**src/rtl/buck_ctrl_map.svh**
```systemverilog
// Register offsets, field positions, reset values and timing counts
`ifndef BUCK_CTRL_MAP_SVH
`define BUCK_CTRL_MAP_SVH
`define OFS_MODE_CONTROL 8'h03
`define OFS_DISCHARGE_CONTROL 8'h04
`define OFS_LOW_TARGET 8'h05
`define OFS_HIGH_TARGET 8'h06
`define OFS_SLEW_RATE 8'h07
`define BIT_BUCK1_FORCED_PWM 1
`define BIT_BUCK2_FORCED_PWM 0
`define BIT_IN_PROGRESS 7
`define RST_MODE_CONTROL 8'h01
`define RST_DISCHARGE 6'h0F
`define RST_LOW_TARGET 6'h10
`define RST_HIGH_TARGET 6'h08
`define RST_SLEW_RATE 3'h6
`define SLEW_IMMEDIATE 3'h7
// Step time at the slowest rate code, in ns; each higher code up to 6 halves it
`define STEP_SLOWEST_NS 227272
`define CLK_PERIOD_NS 5
`define STEP_SLOWEST_CYCLES (`STEP_SLOWEST_NS / `CLK_PERIOD_NS)
`endif

```
**src/rtl/buck_ctrl_pkg.sv**
```systemverilog
// Types shared by the converter control registers
`default_nettype none
package buck_ctrl_pkg;
  typedef logic [5:0] vcode_t;
  typedef logic [2:0] slew_t;
  typedef enum logic {SLEW_IDLE, SLEW_MOVING} slew_state_t;
endpackage
`default_nettype wire

```
**src/rtl/buck_voltage_mode_control_regs.sv**
```systemverilog
// Converter mode, discharge and dynamic voltage control registers
// What this block does
// - Mode bit 1 high forces converter one into fixed-frequency PWM.
// - Mode bit 0 high forces converter two into fixed-frequency PWM.
// - Discharge register bit 7 reads 1 while a converter two transition runs.
// - Code steps toward the selected target at the slew-rate setting pace.
// - Busy flag is internal only; serial writes to bit 7 cannot change it.
// - Transition ends when stepped code equals target, not on regulation.
// - Select pin level change starts a slewed transition and raises busy.
// - Discharge bits 5..0 enable active discharge of disabled rails.
// - Bit 5 converter one, 4 converter two, 3..0 regulators; resets 0,0,1111.
// - Target is low register when select low, high register when high.
// - Codes 0..31 map from 0.800 V in 25 mV steps.
// - Low target resets to 10h, high target to 08h, code in bits 5..0.
// - Slew register holds 3-bit rate, reset 06h; code 111 is immediate.
`include "buck_ctrl_map.svh"
`default_nettype none
module buck_voltage_mode_control_regs #(
  parameter int STEP_SLOWEST_CYCLES = `STEP_SLOWEST_CYCLES
) (
  // Clock and reset
  input wire logic mclk_i,
  input wire logic resetn_i,
  // Register access
  input wire logic wr_en_i,
  input wire logic [7:0] addr_i,
  input wire logic [7:0] wdata_i,
  output logic [7:0] rdata_o,
  // Pins
  input wire logic voltage_select_pin_i,
  input wire logic [5:0] rail_enabled_i,
  // Converter control
  output logic buck1_forced_pwm_o,
  output logic buck2_forced_pwm_o,
  output logic [5:0] discharge_active_o,
  output logic [5:0] buck2_voltage_code_o,
  output logic [15:0] buck2_output_mv_o,
  output logic transition_busy_o
);

  // ----------------------------------------
  // Select pin synchroniser
  // ----------------------------------------
  logic sel_meta_q, sel_sync_q, sel_prev_q;
  logic sel_meta_d, sel_sync_d, sel_prev_d;

  // Third flop keeps the previous synced level for edge detection
  always_comb
  begin
    sel_meta_d = voltage_select_pin_i;
    sel_sync_d = sel_meta_q;
    sel_prev_d = sel_sync_q;
  end

  always_ff @(posedge mclk_i)
  begin
    if (!resetn_i)
    begin
      sel_meta_q <= 1'b0;
      sel_sync_q <= 1'b0;
      sel_prev_q <= 1'b0;
    end
    else
    begin
      sel_meta_q <= sel_meta_d;
      sel_sync_q <= sel_sync_d;
      sel_prev_q <= sel_prev_d;
    end
  end

  // ----------------------------------------
  // Registers
  // ----------------------------------------
  logic [7:0] mode_q, mode_d;
  logic [5:0] dis_q, dis_d;
  buck_ctrl_pkg::vcode_t low_q, low_d, high_q, high_d;
  buck_ctrl_pkg::slew_t slew_q, slew_d;
  logic tgt_write;

  // Reserved bits dropped on write, so they read zero; mode bits 3..2 are kept and read back
  always_comb
  begin
    mode_d = mode_q;
    dis_d = dis_q;
    low_d = low_q;
    high_d = high_q;
    slew_d = slew_q;
    tgt_write = 1'b0;
    // Writes land on the edge where the enable is sampled high
    if (wr_en_i)
    begin
      case (addr_i)
        `OFS_MODE_CONTROL: mode_d = {4'h0, wdata_i[3:0]};
        `OFS_DISCHARGE_CONTROL: dis_d = wdata_i[5:0];
        `OFS_LOW_TARGET:
        begin
          low_d = wdata_i[5:0];
          tgt_write = 1'b1;
        end
        `OFS_HIGH_TARGET:
        begin
          high_d = wdata_i[5:0];
          tgt_write = 1'b1;
        end
        `OFS_SLEW_RATE: slew_d = wdata_i[2:0];
        default: ;
      endcase
    end
  end

  always_ff @(posedge mclk_i)
  begin
    if (!resetn_i)
    begin
      mode_q <= `RST_MODE_CONTROL;
      dis_q <= `RST_DISCHARGE;
      low_q <= `RST_LOW_TARGET;
      high_q <= `RST_HIGH_TARGET;
      slew_q <= `RST_SLEW_RATE;
    end
    else
    begin
      mode_q <= mode_d;
      dis_q <= dis_d;
      low_q <= low_d;
      high_q <= high_d;
      slew_q <= slew_d;
    end
  end

  // ----------------------------------------
  // Voltage stepping
  // ----------------------------------------
  buck_ctrl_pkg::slew_state_t st_q, st_d;
  buck_ctrl_pkg::vcode_t code_q, code_d, target;
  logic [31:0] tick_q, tick_d, step_len;
  logic start;

  assign target = sel_sync_q ? high_q : low_q;
  // Any target write starts a transition from idle, even one to the unselected register; while moving, start is ignored
  assign start = tgt_write || (sel_sync_q != sel_prev_q);
  // Zero step length gives one step per clock
  assign step_len = 32'(STEP_SLOWEST_CYCLES) >> slew_q;

  always_comb
  begin
    st_d = st_q;
    code_d = code_q;
    tick_d = tick_q;
    case (st_q)
      buck_ctrl_pkg::SLEW_IDLE:
      begin
        tick_d = 32'h0;
        // Also leaves idle when code differs from target; reset loads code equal to the low target
        if (start || code_q != target)
          st_d = buck_ctrl_pkg::SLEW_MOVING;
      end
      buck_ctrl_pkg::SLEW_MOVING:
      begin
        if (code_q == target)
        begin
          st_d = buck_ctrl_pkg::SLEW_IDLE;
        end
        else if (slew_q == `SLEW_IMMEDIATE)
        begin
          code_d = target;
        end
        else if (tick_q + 32'h1 >= step_len)
        begin
          tick_d = 32'h0;
          code_d = (code_q < target) ? code_q + 6'h01 : code_q - 6'h01;
        end
        else
        begin
          tick_d = tick_q + 32'h1;
        end
      end
      default: st_d = buck_ctrl_pkg::SLEW_IDLE;
    endcase
  end

  always_ff @(posedge mclk_i)
  begin
    if (!resetn_i)
    begin
      st_q <= buck_ctrl_pkg::SLEW_IDLE;
      code_q <= `RST_LOW_TARGET;
      tick_q <= 32'h0;
    end
    else
    begin
      st_q <= st_d;
      code_q <= code_d;
      tick_q <= tick_d;
    end
  end

  // ----------------------------------------
  // Outputs and read-back
  // ----------------------------------------
  // Busy is sequencer state only; the host cannot write it
  logic busy;
  assign busy = (st_q == buck_ctrl_pkg::SLEW_MOVING);

  always_comb
  begin
    case (addr_i)
      `OFS_MODE_CONTROL: rdata_o = mode_q;
      `OFS_DISCHARGE_CONTROL: rdata_o = {busy, 1'b0, dis_q};
      `OFS_LOW_TARGET: rdata_o = {2'b00, low_q};
      `OFS_HIGH_TARGET: rdata_o = {2'b00, high_q};
      `OFS_SLEW_RATE: rdata_o = {5'h00, slew_q};
      default: rdata_o = 8'h00;
    endcase
  end

  assign buck1_forced_pwm_o = mode_q[`BIT_BUCK1_FORCED_PWM];
  assign buck2_forced_pwm_o = mode_q[`BIT_BUCK2_FORCED_PWM];
  assign discharge_active_o = dis_q & ~rail_enabled_i;
  assign buck2_voltage_code_o = code_q;
  // Only the lower half of the code table is modelled
  assign buck2_output_mv_o = 16'h0320 + 16'(code_q[4:0]) * 16'h0019;
  assign transition_busy_o = busy;

endmodule
`default_nettype wire

```
**config.mk**
```make
export PLATFORM = sky130hd
export DESIGN_NAME = buck_voltage_mode_control_regs
export DESIGN_NICKNAME = d
export VERILOG_FILES = /design/src/rtl/buck_ctrl_pkg.sv /design/src/rtl/buck_voltage_mode_control_regs.sv
export VERILOG_INCLUDE_DIRS = /design/src /design/src/rtl
export SDC_FILE = /design/constraint.sdc
export NUM_CORES = 1
export LEC_CHECK = 0
export BUFFER_PORTS_ARGS = -buffer_cell sky130_fd_sc_hd__clkbuf_2
export CAP_MARGIN = 10
export CORE_MARGIN = 2
export CORE_UTILIZATION = 40
export CTS_BUF_LIST = sky130_fd_sc_hd__clkbuf_16
export CTS_CLUSTER_SIZE = 8
export DETAILED_ROUTE_END_ITERATION = 12
export PLACE_DENSITY_LB_ADDON = 0.12
export SETUP_SLACK_MARGIN = 0.02
export SLEW_MARGIN = 20
export SYNTH_ARGS = -nofsm -noshare
export SYNTH_HDL_FRONTEND = slang
export SYNTH_SLANG_ARGS = --single-unit
```
**constraint.sdc**
```tcl
create_clock -name mclk_i -period 10.6 [get_ports mclk_i]
set_input_delay 3.18 -clock mclk_i [delete_from_list [all_inputs] [get_ports mclk_i]]
set_output_delay 3.18 -clock mclk_i [all_outputs]
set_load 0.03 [all_outputs]
```
==> impl_metrics.csv <==
group,metric,value,unit
logic_synthesis,synth-seq-cells,67,
logic_synthesis,netlist_top_cells_count,"67 x dfxtp_1, 64 x nand2_1, 52 x ha_1",
logic_synthesis,ys_types,59,
logic_synthesis,synth_top_area_share,0.2927,
power,leakagePower,0.002307,µW
clock_network,path_clk_slew,0.05,ns
clock_network,clock_latency,0.34,ns
drt,vias_per_cell,5.360,
sta,max_slew_margin,0.4684,
worst_setup_path,required,7.42,ns
cells_and_area,multi_input_area,3034,µm²
die,die_y,111.0,µm
power,p_per_area,106.6,nW/µm²
worst_setup_path,timing.rr.start,"tick_q[2]$_SDFFE_PN0P_",
sta,finalSetupViolCount,0,
clock_network,clock-root-buffer,"clkbuf_16",
worst_setup_path,reg2regPathDepth,13,
logic_synthesis,synth_edf_count,0,
logic_synthesis,synth_seq_area_share,0.2927,
sta,finalHoldViolCount,0,
global_route,grt_pass1_wl,18270,µm
worst_hold_path,worstHoldStart,"sel_meta_q$_SDFF_PN0_",
place,portBuffers,56,
clock_network,ctsHoldBuffers,0,
sta,period_share,0.8109,
sta,setup-tns-final,0,ns
cells_and_area,areaGrowthSynthToFinish,12.59,%
die,core-area,11320,µm²
logic_synthesis,ys_async_sr_fraction,0,
clock_network,cts_sinks,67,
sta,drv_slew,0,
global_route,globalRouteOverflowTotal,0,
cells_and_area,drive_gt1_frac,0.1438,
status,status,"finished clean",
worst_setup_path,worst-path-max-fanout,12,
global_route,grt_antenna_before_repair,0,
worst_setup_path,startpoint_type,"primary input",
worst_setup_path,arrival,5.42,ns
place,place_congestion,0.7969,
cells_and_area,nFillCells,1122,
clock_network,cts_tree,"done",
clock_network,post-cts-setup-buffers,0,
logic_synthesis,synthesis.area,4583,µm²
sta,finalCriticalPeriod,8.596,ns
global_route,grt_pass1_vias,3751,
drt,num_vias,3934,
sta,tightest_slew,0.7966,ns
logic_synthesis,synth_area_leaders,"dfxtp_1 29%, ha_1 14%, nand2_1 5.2%",
drt,wirelength,10790,µm
worst_setup_path,critPathCaptureType,"output pin",
drt,firstDrtPassIters,5,
clock_network,cts_buffers,9,
clock_network,post_cts_resized,0,
logic_synthesis,synth_area_per_cell,8.440,µm²
sta,fmax,116.3,MHz
logic_synthesis,yosysTopAreaCell,"dfxtp_1",
clock_network,h-tree-depth,3,
logic_synthesis,synth_ff_type,"dfxtp_1",
drt,detail-route-antenna-nets,0,
power,power,550.0,µW
die,die_area,12330,µm²
logic_synthesis,yosysMostFrequentCell,"dfxtp_1",
die,initial_core_util,0.4048,
logic_synthesis,yosysWarningCount,0,
sta,rsz0062_at_grt,"false",
cells_and_area,seq_area,1341,µm²
die,pin_count,65,
worst_hold_path,hold_class,"flip-flop to flip-flop",
die,die_w,111.0,µm
worst_hold_path,min_to,"sel_prev_d$_SDFF_PN0_",
global_route,track_usage,0.1811,
logic_synthesis,syn-instance-count,543,
place,hpwl,7901,µm
sta,skew,0.005052,ns
cells_and_area,finalNetCount,666,
run,max_cap_violations,0,
worst_hold_path,holdPathStages,1,
clock_network,cts_buffer_depth,2,
die,rows,39,
worst_setup_path,r2r_slack,6.55,ns
drt,drtIter0Drc,121,
worst_setup_path,path_class,"primary input to output pin",
drt,drc,0,
power,peakVddDrop,0.05401,mV
drt,wl_per_cell,14.69,µm
worst_setup_path,reg2reg_to,"tick_q[7]$_SDFFE_PN0P_",
global_route,grt_start_max_net_pins,33,
cells_and_area,diodes,0,
## metal layers
metal  up-vias  GRT usage  routed length (µm)
met2        83     0.2888                4905
met1      1820     0.2441                5211
li1       2019          -                   -
met5         -          0                   0
met3        12    0.03773                 512
met4         0    0.06337                 156
## final cells by class
type	instances	share of cell area
tap	143	0.03468
multi-input combinational	434	0.5880
timing repair buffer	57	0.05577
sequential	67	0.2599
clock inverter	7	0.005577
clock buffer	9	0.04365
inverter	17	0.01237
## stage by stage
stage	hold slack, ns	cells	utilization	cell area [µm²]	worst slack (ns)
final	0.4302	734	0.4558	5160	2.004
after global routing	0.4697	734	0.4558	5160	1.802
after CTS	0.4327	734	0.4558	5160	2.030
after detailed placement	0.4203	718	0.4334	4906	2.046
after global placement	0.4183	718	0.4327	4898	2.061
after floorplan	0.4119	548	-	4602	2.419
## registers in the layout, indices dropped and copies added (netlist names)
name                  flops
sel_meta_q                1
transition_busy_o         1
tick_q                   32
buck2_voltage_code_o      6
low_q                     6
slew_q                    3
mode_q                    4
sel_prev_d                1
high_q                    6
sel_prev_q                1
dis_q                     6
## cells in the final DEF (no fill, tap or decap), drive strengths merged, types with 2 or more instances in the layout
cell,instances
mux2i,17
conb,6
xor2,10
or2,4
dfxtp,67
nand2,64
nor2b,9
o31ai,3
a21oi,39
xnor2,16
ha,52
o21ai,27
nand3,31
a41oi,2
nor2,31
a31oi,2
clkbuf,65
and4,6
nor4,4
o211ai,6
nand4,12
o31a,3
fa,2
o21a,2
a22o,15
nand2b,3
clkinv,4
nor3,4
a211o,4
a21boi,2
inv,20
a21o,7
and2,25
mux2,2
o2111ai,2
a31o,2
and3,6
o21bai,2
a211oi,3
## report_power, final
group	leakage, µW	switching [µW]	internal [µW]
sequential	0.000541	1.40	253
combinational	0.00163	22.8	11.0
clock	0.000138	109	153
total	0.00231	133	417
## worst max-delay path, stage by stage
cell      delay, ns
clkbuf_2       0.07
or4_1          0.53
nor2_1         0.13
and2_1         0.21
nand2b_1       0.27
nor2_1         0.61
and2_1         0.22
clkbuf_2       0.20
## kinds of logic (layout without fill, tap and decap cells)
family,after synthesis,count (layout),share of synthesized area
fa+ha+maj,54,54,0.1507
compound gates,127,127,0.1818
buf+inv,47,90,0.05187
mux,19,19,0.04204
other cells,1,6,0.0008182
xor+xnor,26,26,0.04968
flops,67,67,0.2927
simple gates,202,202,0.2304
## worst max path at each step
stage	end	slack [ns]	depth (start not counted)	startpoint
2_1_floorplan	rdata_o[3]	2.42	6	addr_i[5]
3_3_place_gp	rdata_o[7]	2.06	8	addr_i[5]
3_5_place_dp	rdata_o[7]	2.05	8	addr_i[5]
4_1_cts	rdata_o[7]	2.03	8	addr_i[5]
5_1_grt	rdata_o[7]	1.80	8	addr_i[5]
6_report	rdata_o[7]	2.00	8	addr_i[5]
Power figures use the tool's default switching activity.
